==> config.mk <==
export PLATFORM = sky130hd
export DESIGN_NAME = asp_core
export DESIGN_NICKNAME = d
export VERILOG_FILES = /design/src/pkg/asp_pkg.sv /design/src/verilog/asp_core.sv
export SDC_FILE = /design/constraint.sdc
export NUM_CORES = 1
export LEC_CHECK = 0
export BUFFER_PORTS_ARGS = -buffer_cell sky130_fd_sc_hd__buf_4
export CORE_MARGIN = 2
export CORE_UTILIZATION = 66
export CTS_CLUSTER_DIAMETER = 150
export DETAILED_ROUTE_END_ITERATION = 6
export PLACE_DENSITY = 0.85
export SKIP_LAST_GASP = 1
export SLEW_MARGIN = 25
export SYNTH_ARGS = -nofsm -noshare
export SYNTH_HDL_FRONTEND = slang
export SYNTH_SLANG_ARGS = --single-unit
==> constraint.sdc <==
create_clock -name clock -period 8.6 [get_ports clock]
set_clock_uncertainty 0.2 [all_clocks]
set_input_delay 0.43 -clock clock [delete_from_list [all_inputs] [get_ports clock]]
set_output_delay 0.43 -clock clock [all_outputs]
set_load 0.02 [all_outputs]
==> src/pkg/asp_pkg.sv <==
package asp_pkg;
	// ------------------------------------------------------------
	// register map and bus widths
	// ------------------------------------------------------------
	localparam int          ADDR_W   = 3;     // register index width
	localparam logic [2:0]  A_DATA   = 3'h0;  // serial_data_buf
	localparam logic [2:0]  A_CTRL1  = 3'h1;  // serial_ctrl_one
	localparam logic [2:0]  A_CTRL2  = 3'h2;  // serial_ctrl_two
	localparam logic [2:0]  A_STATUS = 3'h3;  // serial_status
	localparam logic [2:0]  A_BAUD   = 3'h4;  // sample-rate divisor
	// ------------------------------------------------------------
	// field positions
	// ------------------------------------------------------------
	localparam int C1_R8   = 7;               // rx_ninth_bit, read only
	localparam int C1_T8   = 6;               // tx_ninth_bit
	localparam int C1_M    = 4;               // 9-bit characters
	localparam int C1_WAKE = 3;               // 1 = address mark wakeup
	localparam int C2_TIE  = 7;               // tx_empty_irq_en
	localparam int C2_TX_DONE_IRQ_EN = 6;               // tx_done_irq_en
	localparam int C2_RIE  = 5;               // receive irq enable
	localparam int C2_ILIE = 4;               // idle irq enable
	localparam int C2_TE   = 3;               // tx_enable
	localparam int C2_RE   = 2;               // receive enable
	localparam int C2_RWU  = 1;               // rx_standby
	localparam int C2_SBK  = 0;               // send_break
	localparam int S_TX_BUF_EMPTY  = 7;               // tx_buf_empty
	localparam int S_TC    = 6;               // tx_done_flag
	localparam int S_RX_BUF_FULL  = 5;               // rx_buf_full
	localparam int S_IDLE  = 4;               // receiver idle
	localparam int S_OVR   = 3;               // receiver overrun
	localparam int S_NF    = 2;               // rx_noise_flag
	localparam int S_FE    = 1;               // frame_err_flag
	// ------------------------------------------------------------
	// reset values
	// ------------------------------------------------------------
	localparam logic [7:0] CTRL2_RST = 8'h00; // all enables off
	localparam logic [7:0] BAUD_RST  = 8'h00; // fastest sample rate
	localparam logic       TX_BUF_EMPTY_RST  = 1'b1;  // buffer empty
	localparam logic       TC_RST    = 1'b1;  // nothing in progress
	// ------------------------------------------------------------
	// cycle and bit counts
	// ------------------------------------------------------------
	localparam logic [3:0] SMP_LAST = 4'hF;   // 16 samples per bit
	localparam logic [3:0] SMP_A    = 4'h7;   // first vote sample
	localparam logic [3:0] SMP_B    = 4'h8;   // second vote sample
	localparam logic [3:0] SMP_C    = 4'h9;   // third vote sample
	localparam logic [3:0] LEN8     = 4'hA;   // 8-bit frame length
	localparam logic [3:0] LEN9     = 4'hB;   // 9-bit frame length
	localparam logic [7:0] IDLE8    = 8'hA0;  // 10 ones in samples
	localparam logic [7:0] IDLE9    = 8'hB0;  // 11 ones in samples
endpackage

==> src/verilog/asp_core.sv <==
// The implementer's own choices: strobed register access and the address map.
`timescale 1ns/1ps
// Functional notes
// M bit selects 8 or 9 bits
// both directions share one baud generator
// enable plus write sends preamble, then data
// frame has zero start, one stop
// empty flag sets on buffer-to-shifter transfer
// idle pin high; released when disabled idle
// send-break repeats all-zero characters
// after break, drive at least one one
// idle character all ones; preamble starts transmissions
// disable waits for last character; re-enable queues preamble
// empty flag requests interrupt when enabled
// done flag means fully idle; interrupts
// received character goes to buffer, full flag
// standby suppresses receiver interrupts
// idle-line wakeup after 10/11 ones
// address-mark wakeup on msb one; selectable
// sixteen samples; disagreement sets noise with full
// bad stop sets framing flag with full
// overrun when buffer unread at next character
// idle flag after 10/11 ones
// received ninth bit loads with buffer; no reset
// transmit ninth bit loads with shifter; no reset
// empty flag clears by status read, data write
// receive flags clear by status read, data read
// overrun with framing error sets only overrun
// transmit interrupt enable gates empty requests
// sampling runs at sixteen times baud
module asp_core
	import asp_pkg::*;
(
	input  wire logic                      clock,    // 200 MHz system clock
	input  wire logic                      rst,      // async reset, active high
	input  wire logic                      clk_en,   // freezes all state when low
	input  wire logic [asp_pkg::ADDR_W-1:0] addr,     // register index
	input  wire logic [7:0]                wr_data,  // write data
	input  wire logic                      wr_stb,   // write strobe
	input  wire logic                      rd_stb,   // read strobe
	output logic      [7:0]                rd_data,  // read data, next cycle
	input  wire logic                      rx_pin,   // serial input
	output logic                           tx_pin,   // serial output level
	output logic                           tx_oe_n,  // low while driving tx_pin
	output logic                           irq       // interrupt request
);
	import asp_pkg::*;

	// ------------------------------------------------------------
	// registers and state
	// ------------------------------------------------------------
	logic [7:0] ctrl2;        // enables, standby, break
	logic [7:0] baud_div;     // sample divisor
	logic       m_nine;       // 9-bit characters
	logic       wake_am;      // wakeup method
	logic       tx_ninth;     // tx_ninth_bit
	logic       rx_ninth;     // rx_ninth_bit
	logic [7:0] tx_buf;       // transmit side of data buffer
	logic [7:0] rx_buf;       // receive side of data buffer
	logic       tx_buf_empty;         // tx_buf_empty
	logic       tc;           // tx_done_flag
	logic       rx_buf_full;         // rx_buf_full
	logic       idle_f;       // receiver idle flag
	logic       ovr;          // overrun flag
	logic       nf;           // rx_noise_flag
	logic       fe;           // frame_err_flag
	logic       tx_buf_empty_arm;     // status seen with empty set
	logic       tc_arm;       // status seen with done set
	logic       rx_arm;       // status seen with rx flag set
	logic [7:0] baud_cnt;     // baud down counter
	logic [3:0] tx_ph;        // sample phase in tx bit
	logic [9:0] tx_sh;        // bits queued behind pin
	logic [3:0] tx_left;      // bits left in shifter
	logic       tx_busy;      // a character is on the line
	logic       pre_pend;     // preamble queued
	logic       brk_end;      // trailing one owed after break
	logic       rx_s1;        // sync stage one
	logic       rx_s2;        // sync stage two
	logic [3:0] rx_ph;        // sample phase in rx bit
	logic [3:0] rx_bit;       // rx bit index, 0 = start
	logic [8:0] rx_data;      // assembled data bits
	logic       smp_a;        // vote sample a
	logic       smp_b;        // vote sample b
	logic       noise;        // noise seen in this character
	logic [7:0] idle_cnt;     // high-line sample count
	logic       idle_armed;   // idle flag may fire

	typedef enum logic {RX_IDLE, RX_BUSY} asp_rx_state_t;
	asp_rx_state_t rx_st;     // receiver state

	// ------------------------------------------------------------
	// decode and derived terms
	// ------------------------------------------------------------
	wire te   = ctrl2[C2_TE];                      // transmit enable
	wire re   = ctrl2[C2_RE];                      // receive enable
	wire rx_standby  = ctrl2[C2_RWU];                     // standby
	wire send_break  = ctrl2[C2_SBK];                     // send break
	wire wr_c = clk_en & wr_stb;                   // write taken
	wire rd_c = clk_en & rd_stb;                   // read taken
	wire st_rd = rd_c & (addr == A_STATUS);        // status read
	wire dt_rd = rd_c & (addr == A_DATA);          // data read
	wire dt_wr = wr_c & (addr == A_DATA);          // data write
	wire c2_wr = wr_c & (addr == A_CTRL2);         // control two write
	wire te_rise = c2_wr & wr_data[C2_TE] & ~te;   // enable set from zero
	wire [3:0] flen = m_nine ? LEN9 : LEN8;        // frame length
	wire [7:0] ithr = m_nine ? IDLE9 : IDLE8;      // idle length
	wire smp_tick = clk_en & (baud_cnt == 8'h00);  // 16x sample tick
	wire tx_tick = smp_tick & (tx_ph == SMP_LAST); // tx bit boundary
	wire tx_free = (tx_left == 4'h0);              // shifter drained
	wire sel_brk = send_break & te;                       // break requested
	wire load_brk = tx_tick & tx_free & sel_brk;
	wire load_one = tx_tick & tx_free & ~sel_brk & brk_end;
	wire load_pre = tx_tick & tx_free & ~sel_brk & ~brk_end & pre_pend;
	wire load_dat = tx_tick & tx_free & ~sel_brk & ~brk_end & ~pre_pend & ~tx_buf_empty;
	wire go_idle = tx_tick & tx_free & ~sel_brk & ~brk_end & ~pre_pend & tx_buf_empty;
	wire maj = (smp_a & smp_b) | (smp_a & rx_s2) | (smp_b & rx_s2);   // vote
	wire dis = ~((smp_a == smp_b) & (smp_b == rx_s2));               // conflict
	wire rx_eval = smp_tick & (rx_st == RX_BUSY) & (rx_ph == SMP_C);
	wire rx_done = rx_eval & (rx_bit == flen - 4'h1);
	wire rx_msb = m_nine ? rx_data[8] : rx_data[7];
	wire am_wake = rx_done & re & rx_standby & wake_am & rx_msb;
	wire accept = rx_done & re & (~rx_standby | am_wake);
	wire rx_clr = dt_rd & rx_arm;
	wire idle_hit = smp_tick & (rx_st == RX_IDLE) & rx_s2 & (idle_cnt == ithr - 8'h01);
	wire il_wake = idle_hit & re & rx_standby & ~wake_am;

	// ------------------------------------------------------------
	// shared baud and sample generator
	// ------------------------------------------------------------
	// one divider feeds both directions at sixteen samples per bit
	always_ff @(posedge clock or posedge rst) begin
		if (rst) begin
			baud_cnt <= 8'h00;
		end else if (clk_en) begin
			if (baud_cnt == 8'h00) begin
				baud_cnt <= baud_div;  // reload
			end else begin
				baud_cnt <= baud_cnt - 8'h01;
			end
		end
	end

	// ------------------------------------------------------------
	// control registers
	// ------------------------------------------------------------
	// control two; wakeup clears standby unless software writes
	always_ff @(posedge clock or posedge rst) begin
		if (rst) begin
			ctrl2    <= CTRL2_RST;
			baud_div <= BAUD_RST;
		end else begin
			if (c2_wr) begin
				ctrl2 <= wr_data;
			end else if (am_wake | il_wake) begin
				ctrl2[C2_RWU] <= 1'b0;  // leave standby
			end
			if (wr_c & (addr == A_BAUD)) begin
				baud_div <= wr_data;
			end
		end
	end

	// control one and buffers keep their value through reset
	always_ff @(posedge clock) begin
		if (wr_c & (addr == A_CTRL1)) begin
			tx_ninth <= wr_data[C1_T8];
			m_nine   <= wr_data[C1_M];
			wake_am  <= wr_data[C1_WAKE]; // method select
		end
		if (dt_wr) begin
			tx_buf <= wr_data;
		end
		if (accept & ~rx_buf_full) begin
			rx_buf   <= rx_data[7:0];
			rx_ninth <= rx_data[8];      // same transfer
		end
	end

	// ------------------------------------------------------------
	// read port and interrupt request
	// ------------------------------------------------------------
	// read data for one cycle only, zero otherwise and when unmapped
	always_ff @(posedge clock or posedge rst) begin
		if (rst) begin
			rd_data <= 8'h00;
		end else if (clk_en) begin
			rd_data <= 8'h00;
			if (rd_stb) begin
				if (addr == A_DATA) begin
					rd_data <= rx_buf;
				end else if (addr == A_CTRL1) begin
					rd_data <= {rx_ninth, tx_ninth, 1'b0, m_nine, wake_am, 3'h0};
				end else if (addr == A_CTRL2) begin
					rd_data <= ctrl2;
				end else if (addr == A_STATUS) begin
					rd_data <= {tx_buf_empty, tc, rx_buf_full, idle_f, ovr, nf, fe, 1'b0};
				end else if (addr == A_BAUD) begin
					rd_data <= baud_div;
				end
			end
		end
	end

	// gated request; receiver terms quiet in standby or disabled
	always_ff @(posedge clock or posedge rst) begin
		if (rst) begin
			irq <= 1'b0;
		end else if (clk_en) begin
			irq <= (ctrl2[C2_TIE] & tx_buf_empty)
			     | (ctrl2[C2_TX_DONE_IRQ_EN] & tc)
			     | (re & ~rx_standby & ((ctrl2[C2_RIE] & (rx_buf_full | ovr))
			     | (ctrl2[C2_ILIE] & idle_f)));
		end
	end

	// ------------------------------------------------------------
	// transmit flags
	// ------------------------------------------------------------
	// set wins over the read-then-write clear
	always_ff @(posedge clock or posedge rst) begin
		if (rst) begin
			tx_buf_empty     <= TX_BUF_EMPTY_RST;
			tc       <= TC_RST;
			tx_buf_empty_arm <= 1'b0;
			tc_arm   <= 1'b0;
		end else begin
			if (st_rd & tx_buf_empty) begin
				tx_buf_empty_arm <= 1'b1;
			end else if (dt_wr) begin
				tx_buf_empty_arm <= 1'b0;
			end
			if (st_rd & tc) begin
				tc_arm <= 1'b1;
			end else if (dt_wr) begin
				tc_arm <= 1'b0;
			end
			if (load_dat) begin
				tx_buf_empty <= 1'b1;
			end else if (dt_wr & tx_buf_empty_arm) begin
				tx_buf_empty <= 1'b0;
			end
			if (clk_en & tx_buf_empty & ~tx_busy & ~pre_pend & ~brk_end & ~sel_brk) begin
				tc <= 1'b1;                      // fully idle
			end else if (dt_wr & tc_arm) begin
				tc <= 1'b0;
			end
		end
	end

	// ------------------------------------------------------------
	// transmit shifter
	// ------------------------------------------------------------
	// picks the next character at each free bit boundary
	always_ff @(posedge clock or posedge rst) begin
		if (rst) begin
			tx_ph    <= 4'h0;
			tx_sh    <= 10'h3FF;
			tx_left  <= 4'h0;
			tx_busy  <= 1'b0;
			tx_pin   <= 1'b1;
			tx_oe_n  <= 1'b1;
			pre_pend <= 1'b0;
			brk_end  <= 1'b0;
		end else if (clk_en) begin
			tx_oe_n <= ~(te | tx_busy | ~tx_buf_empty | pre_pend | brk_end);
			if (smp_tick) begin
				tx_ph <= tx_ph + 4'h1;
			end
			if (te_rise) begin
				pre_pend <= 1'b1;                // extra preamble
			end else if (load_pre) begin
				pre_pend <= 1'b0;
			end
			if (load_brk) begin
				tx_pin  <= 1'b0;                 // all zeros, no framing
				tx_sh   <= 10'h000;
				tx_left <= flen - 4'h1;
				tx_busy <= 1'b1;
				brk_end <= 1'b1;
			end else if (load_one) begin
				tx_pin  <= 1'b1;                 // one trailing one
				tx_busy <= 1'b1;
				brk_end <= 1'b0;
			end else if (load_pre) begin
				tx_pin  <= 1'b1;                 // idle character
				tx_sh   <= 10'h3FF;
				tx_left <= flen - 4'h1;
				tx_busy <= 1'b1;
			end else if (load_dat) begin
				tx_pin  <= 1'b0;                 // start bit
				tx_sh   <= m_nine ? {1'b1, tx_ninth, tx_buf} : {2'b11, tx_buf};
				tx_left <= flen - 4'h1;
				tx_busy <= 1'b1;
			end else if (go_idle) begin
				tx_pin  <= 1'b1;                 // line rests high
				tx_busy <= 1'b0;
			end else if (tx_tick) begin
				tx_pin  <= tx_sh[0];
				tx_sh   <= {1'b1, tx_sh[9:1]};
				tx_left <= tx_left - 4'h1;
			end
		end
	end

	// ------------------------------------------------------------
	// receiver
	// ------------------------------------------------------------
	// pin synchroniser, no reader of stage one but stage two
	always_ff @(posedge clock or posedge rst) begin
		if (rst) begin
			rx_s1 <= 1'b1;
			rx_s2 <= 1'b1;
		end else if (clk_en) begin
			rx_s1 <= rx_pin;
			rx_s2 <= rx_s1;
		end
	end

	// start detect, three-sample vote mid bit, data assembly
	always_ff @(posedge clock or posedge rst) begin
		if (rst) begin
			rx_st   <= RX_IDLE;
			rx_ph   <= 4'h0;
			rx_bit  <= 4'h0;
			rx_data <= 9'h000;
			smp_a   <= 1'b1;
			smp_b   <= 1'b1;
			noise   <= 1'b0;
		end else if (smp_tick) begin
			case (rx_st)
				RX_IDLE: begin
					if (!rx_s2) begin
						rx_st  <= RX_BUSY;      // falling edge seen
						rx_ph  <= 4'h1;
						rx_bit <= 4'h0;
						noise  <= 1'b0;
					end
				end
				RX_BUSY: begin
					rx_ph <= rx_ph + 4'h1;
					if (rx_ph == SMP_A) begin
						smp_a <= rx_s2;
					end
					if (rx_ph == SMP_B) begin
						smp_b <= rx_s2;
					end
					if (rx_ph == SMP_C) begin
						if ((rx_bit == 4'h0) && maj) begin
							rx_st <= RX_IDLE;   // false start rejected
						end else begin
							noise  <= noise | dis;
							rx_bit <= rx_bit + 4'h1;
							if ((rx_bit != 4'h0) && (rx_bit < flen - 4'h1)) begin
								rx_data[rx_bit - 4'h1] <= maj;
							end
							if (rx_bit == flen - 4'h1) begin
								rx_st <= RX_IDLE;
							end
						end
					end
				end
				default: rx_st <= RX_IDLE;
			endcase
		end
	end

	// high-line counter for idle detection and wakeup
	always_ff @(posedge clock or posedge rst) begin
		if (rst) begin
			idle_cnt   <= 8'h00;
			idle_armed <= 1'b0;
		end else if (smp_tick) begin
			if ((rx_st != RX_IDLE) || !rx_s2) begin
				idle_cnt <= 8'h00;
			end else if (idle_cnt != ithr) begin
				idle_cnt <= idle_cnt + 8'h01;
			end
			if (rx_done) begin
				idle_armed <= 1'b1;
			end else if (idle_hit) begin
				idle_armed <= 1'b0;
			end
		end
	end

	// receive flags; any new event wins over the clear
	always_ff @(posedge clock or posedge rst) begin
		if (rst) begin
			rx_buf_full   <= 1'b0;
			ovr    <= 1'b0;
			nf     <= 1'b0;
			fe     <= 1'b0;
			idle_f <= 1'b0;
			rx_arm <= 1'b0;
		end else begin
			if (st_rd & (rx_buf_full | idle_f | ovr | nf | fe)) begin
				rx_arm <= 1'b1;
			end else if (dt_rd) begin
				rx_arm <= 1'b0;
			end
			if (accept & ~rx_buf_full) begin
				rx_buf_full <= 1'b1;
				nf   <= noise | dis;
				fe   <= ~maj;                    // bad stop
			end else if (rx_clr) begin
				rx_buf_full <= 1'b0;
				nf   <= 1'b0;
				fe   <= 1'b0;
			end
			if (accept & rx_buf_full) begin
				ovr <= 1'b1;                     // framing left alone
			end else if (rx_clr) begin
				ovr <= 1'b0;
			end
			if (idle_hit & idle_armed & re) begin
				idle_f <= 1'b1;
			end else if (rx_clr) begin
				idle_f <= 1'b0;
			end
		end
	end
endmodule // asp_core

## After elaboration in Yosys (flattened, before gate mapping)

Cells that the tools add are included.

| cells by class | value |
|---|---|
| add/sub/neg operators | 9 |
| order comparisons | 3 |
| eq/ne operators | 18 |
| mux-type cells | 77 |
| bitwise gates (word level) | 92 |
| reduce and logical (&&, ||, !) cells | 39 |

Operators by type and width:

| operator | number |
|---|---|
| 2-to-1 mux 8 bit | 9 |
| AND 1 bit | 61 |
| 2-to-1 mux 10 bit | 6 |
| 2-to-1 mux 1 bit | 44 |
| 2-to-1 mux 4 bit | 10 |
| nonzero test 2 bit | 13 |
| OR 1 bit | 17 |
| one-hot mux 4 bit (2 select lines) | 2 |
| AND reduction 2 bit | 8 |
| subtractor 8 x 1 -> 8 bit, second input constant | 2 |
| inverter 1 bit | 14 |
| adder 4 x 1 -> 4 bit, second input constant | 3 |
| equality test 4 bit, second input constant | 3 |
| subtractor 4 x 1 -> 4 bit, second input constant | 3 |
| bitwise mux 9 bit | 1 |
| 2-to-1 mux 9 bit | 1 |
| adder 8 x 1 -> 8 bit, second input constant | 1 |
| equality test 8 bit | 1 |
| zero test 4 bit | 2 |
| zero test 8 bit | 1 |
| != test 8 bit | 1 |
| AND reduction 4 bit | 2 |
| nonzero test 4 bit | 2 |
| equality test 3 x 2 -> 1 bit, second input constant | 2 |
| 22 further kinds | 29 |

| storage, ports and cells | value |
|---|---|
| register bits | 118 |
| input bits | 17 |
| output and inout bits | 11 |
| word-level logic and storage cells | 279 |

## Depth between registers and ports, before layout

| logic depth | value |
|---|---|
| depth in word-level cells | 13 |
| depth in mapped cells | 9 |
| gate-level depth less buffers | 6 |

## Least setup slack after synthesis

No wires, ideal clock.

| timing path | value |
|---|---|
| path type | flip-flop to flip-flop |
| from | reg baud_cnt[0] |
| to | reg tx_left[0] |
| library setup time | 125 ps |
| arrival | 2432 ps |
| data required time | 8275 ps |
| path slack | 5843 ps |
| stages on the path, launching flop included | 8 |
| path buffers | 1 |
| period minus slack after synthesis | 2757 ps |
| cell sequence | dfrtp_1 > inv_1 > ha_1 > or3b_2 > clkbuf_1 > nor4_1 > a311oi_1 > mux2_2 |

| between the ends | value |
|---|---|
| cells in the longest elaborated chain, start to end | 12 |
| elaborated cells between the ends (all ways) | 20 |
| classes of those cells | 2 x eq/ne; 4 x mux; 11 x bitwise; 3 x reduce/logical |

Ends and longest elaborated chain:

| element | RTL line | text |
|---|---|---|
| start: declaration | asp_core.sv:70 | `logic [7:0] baud_cnt;` |
| start signal: assignment | asp_core.sv:136 | `baud_cnt <= baud_div;` |
| start signal: assignment | asp_core.sv:138 | `baud_cnt <= baud_cnt - 8'h01;` |
| zero test 8 bit (*) | asp_core.sv:107 | `wire smp_tick = clk_en & (baud_cnt == 8'h00);` |
| AND 1 bit (*) | asp_core.sv:107 |  |
| AND 1 bit (*) | asp_core.sv:108 | `wire tx_tick = smp_tick & (tx_ph == SMP_LAST);` |
| AND 1 bit (2 in series) | -- |  |
| AND 1 bit | asp_core.sv:113, asp_core.sv:114, asp_core.sv:115 |  |
| AND 1 bit | asp_core.sv:114, asp_core.sv:115 |  |
| AND 1 bit | asp_core.sv:114 | `wire load_dat = tx_tick & tx_free & ~sel_brk & ~brk_end & ~pre_pend & ~tx_buf_empty;` |
| 2-to-1 mux 4 bit | asp_core.sv:289 | `end else if (load_dat) begin` |
| 2-to-1 mux 4 bit | asp_core.sv:284 | `end else if (load_pre) begin` |
| 2-to-1 mux 4 bit | asp_core.sv:280 | `end else if (load_one) begin` |
| 2-to-1 mux 4 bit | asp_core.sv:274 | `if (load_brk) begin` |
| end signal: assignment | asp_core.sv:277 | `tx_left <= flen - 4'h1;` |
| end signal: assignment | asp_core.sv:287 | `tx_left <= flen - 4'h1;` |
| end signal: assignment | asp_core.sv:292 | `tx_left <= flen - 4'h1;` |
| end: declaration | asp_core.sv:73 | `logic [3:0] tx_left;` |

Mark *: on every way between the ends. The rest lies on a longest branch, timed or not. The select of a mux whose other input is x is not followed.
A chain may end at the register's enable or synchronous reset.

## Worst setup path in the final report

Ends and elaborated chain as after synthesis.

==> metrics.txt <==
clk sink count=roughly 120; Crit Path Max Fanout=15; Slowest-stage cell, CP=or4_1; most frequent standard cell in the layout excluding fill and tap cells=dfrtp_1; predominant post-synthesis flop cell=dfrtp_1; Synth Area in Adders=under 10%; routed via count divided by cell count=~6.7; internal power=1286 uW; normalized max-slew margin=34.97%; r2r startpoint=baud_cnt[0]; Yosys top cell by area=dfrtp_1; post-synthesis compound-gate area fraction=14.09%; die area=10040 um2; post-synthesis mux area share=8.888%; post-route insts no fill=733; antenna violations before repair=0; detailed-router iteration count before antenna repair=5; Min-Delay Endpoint=rd_data[7]; Chip Width=100.2 um; largest net degree at the start of global routing=51; synthesized flop and latch total=between 100 and 150; number of nets with antenna violations after routing=0; # Max-Cap Violations=0; terminus of the critical flop-to-flop path=tx_left[0]; share of post-route cells with drive strength above 1=20.58%; number of endpoints failing setup at the final stage=0; CP delay by family, top=simple AND/OR/NAND/NOR gates; wire length of the first global-routing pass=between 20 and 25 mm; via count of the first global-routing pass=4805; sequential share of the synthesized area=50.34%; class of the most critical hold timing path=in -> reg; setup fix buffers added after clock tree synthesis=0; Seq pwr share=40.4%; largest cells by area after synthesis=dfrtp_1 (33%), edfxtp_1 (9.8%), dfstp_2 (7.7%); routability-driven placement congestion ratio=0.9062; leakage=around 0.0031 uW; Synth top area share=32.77%; vias after detailed routing=between 4000 and 5000; clock period minus final worst setup slack=approximately 3000 ps; number of cells traversed by the worst register-to-register path=6; worst ir drop on vdd=between 150 and 200 uV; Psw=467.1 uW; fraction of the cycle the final worst path needs=35.27%; number of gates resized after CTS=0; GR Overflow Total=0; arrival time worst endpoint=roughly 3200 ps; final-report hold violation count=0; total number of nets in the final design=645; post-synthesis cell type count=64; Post-synth ARST share=between 80% and 90%; synthesis-to-finish area growth=17.57%; TritonCTS clock tree=done; most used cells in the layout excluding fill and tap cells=dfrtp_1 (80), o21ai_0 (41), nand3_1 (38), inv_1 (37), mux2_2 (34); clock buffer count from CTS=17; pwr dens=~240 nW/um2; Hold Path Depth=3; category of the most critical setup path=reg -> reg; unrepaired setup endpoints after global routing=false; max incr delay on CP=730 ps; Critical path buffers and inverters=1; number of slew-limit violations in the final report=0; worst-case clock buffer depth=2; H-tree level count=4; detailed router's first-iteration violation count=between 300 and 400; number of nets in the synthesized netlist=614; kind of start point of the critical path=register; Cells after Synth=a little under 600; post-synthesis average cell area=10.57 um2; result of the run=finished, final reports clean; number of enable flip-flop cells after synthesis=20; clock tree root buffer cell=clkbuf_8; starting density of the core=67.07%; GRT Overall Usage=between 30% and 40%; post-CTS clock slew at the launch and capture registers of the worst setup and hold paths=60 ps; post-detailed-routing wire length=about 15 mm; combinational share of power=12.4%; Worst-Skew Late Latency=530 ps; element type at the critical path end=register; Achievable Freq=329.7 MHz; launch instance of the worst min-delay path=rd_stb; Fin Setup TNS=0 ps; placed insts=between 600 and 700; Synth warnings=0; Top Ports=28; count of buffers from port buffering=27; antenna cells=0; wire length per cell after detailed routing=20.83 um; area of the mapped netlist=a little over 6000 um2; FF-to-FF setup slack=5570 ps; Core Rows=35; transition time of the tightest slew-check pin=between 900 and 1000 ps; Clock Power Share=47.2%; number of remaining DRC errors=0; critical path, cell by cell=inv_1 -> ha_1 -> or3b_2 -> or4_1 -> a311o_1 -> mux2_2; vertical die dimension=100.2 um; Critical Path RT=8810 ps; basic-gate share of the synthesized area counting and, or, nand and nor cells=17.04%; net switching share of the total power=a little over a quarter; Core Area=slightly above 9000 um2; xor and xnor fraction of the mapped netlist area=1.290%; combinational family with the most area after synthesis=simple AND/OR/NAND/NOR gates; HPWL reported at the end of detailed placement=9.711 mm
## cells by family after synthesis
| kind of cell | count (synthesis) |
|---|---|
| adder cells (fa/ha/maj) | 19 |
| multiplexers | 50 |
| AND/OR/NAND/NOR | 183 |
| flip-flops | 118 |
| AO/OA/AOI/OAI | 130 |
| XOR/XNOR | 9 |
| buffers and inverters | 69 |
## tightest hold or removal path: cells and delay by family
kind / cells / cell delay, ps
compound gates: 2 / 160
buf+inv: 1 / 150
## Yosys cell counts, types with 10 or more instances
| cell | count |
|---|---|
| a21oi_1 | 25 |
| clkbuf_1 | 21 |
| dfrtp_1 | 80 |
| dfstp_2 | 18 |
| edfxtp_1 | 20 |
| ha_1 | 19 |
| inv_1 | 38 |
| mux2_2 | 34 |
| mux2i_1 | 16 |
| nand2_1 | 31 |
| nand2b_1 | 10 |
| nand3_1 | 38 |
| nand4_1 | 11 |
| nor2_1 | 19 |
| nor2b_1 | 12 |
| nor3_1 | 12 |
| o21ai_0 | 41 |
| o31ai_1 | 11 |
## worst max path at each step
stage / slack, ps / to / start / cells past startpoint
finish: 5570 / tx_left[0] / baud_cnt[0] / 6
global route: 5450 / tx_left[0] / baud_cnt[0] / 6
CTS: 5570 / tx_left[0] / baud_cnt[0] / 6
detailed placement: 5460 / tx_left[0] / clk_en / 5
global placement: 5530 / tx_left[0] / clk_en / 5
floorplan: 5440 / baud_cnt[0] / rst / 1
## power groups by stage
stage	Sequential (uW)	Clock (uW)	Combinational (uW)
2_1_floorplan	684	0	166
3_5_place_dp	712	0	206
6_report	709	827	217
3_3_place_gp	706	0	194
4_1_cts	705	829	217
5_1_grt	717	854	243
## area by class of cell
| type | instances | area [um2] |
|---|---|---|
| flip-flops and latches | 118 | 3075 |
| multi-input cells | 391 | 2773 |
| fillers | 536 | 1926 |
| clock buffers | 17 | 414.1 |
| repair buffers | 42 | 360.3 |
| clock inverters | 15 | 272.8 |
| inverters | 39 | 148.9 |
| well taps | 111 | 138.9 |
## layer usage
| metal | global-route usage [%] | vias up | wire length (um) |
|---|---|---|---|
| li1 | - | 2204 | - |
| met1 | 41.07 | 2459 | 5981 |
| met2 | 53.12 | 220 | 7852 |
| met3 | 6.198 | 48 | 868 |
| met4 | 13.28 | 0 | 563 |
| met5 | 0 | - | 0 |
## metrics by stage
stage          area, um2  hold WS, ps  power, uW  util (%)  setup WS [ps]
2_1_floorplan       6110        203.2      850.0         -           5438
3_3_place_gp        6364        229.9      900.2     69.86           5530
5_1_grt             7183        85.37       1814     78.86           5451
6_report            7183        54.25       1753     78.86           5567
4_1_cts             7178        42.46       1751     78.80           5570
3_5_place_dp        6391        230.9      918.5     70.16           5460
## sequential cells by signal, summed over array words and instances (netlist names), 4 cells and up
signal	count
ctrl2	8
rx_ph	4
tx_sh	10
baud_div	8
tx_left	4
baud_cnt	8
rx_data	9
rd_data	8
rx_bit	4
rx_buf	8
tx_ph	4
idle_cnt	8
tx_buf	8
## repair_timing
action | in CTS | in global routing
endpoints found under the hold margin | 73 | 0
hold buffers | 10 | 0
endpoints found under the setup margin | 0 | 0
(Power assumes the default switching activity.)
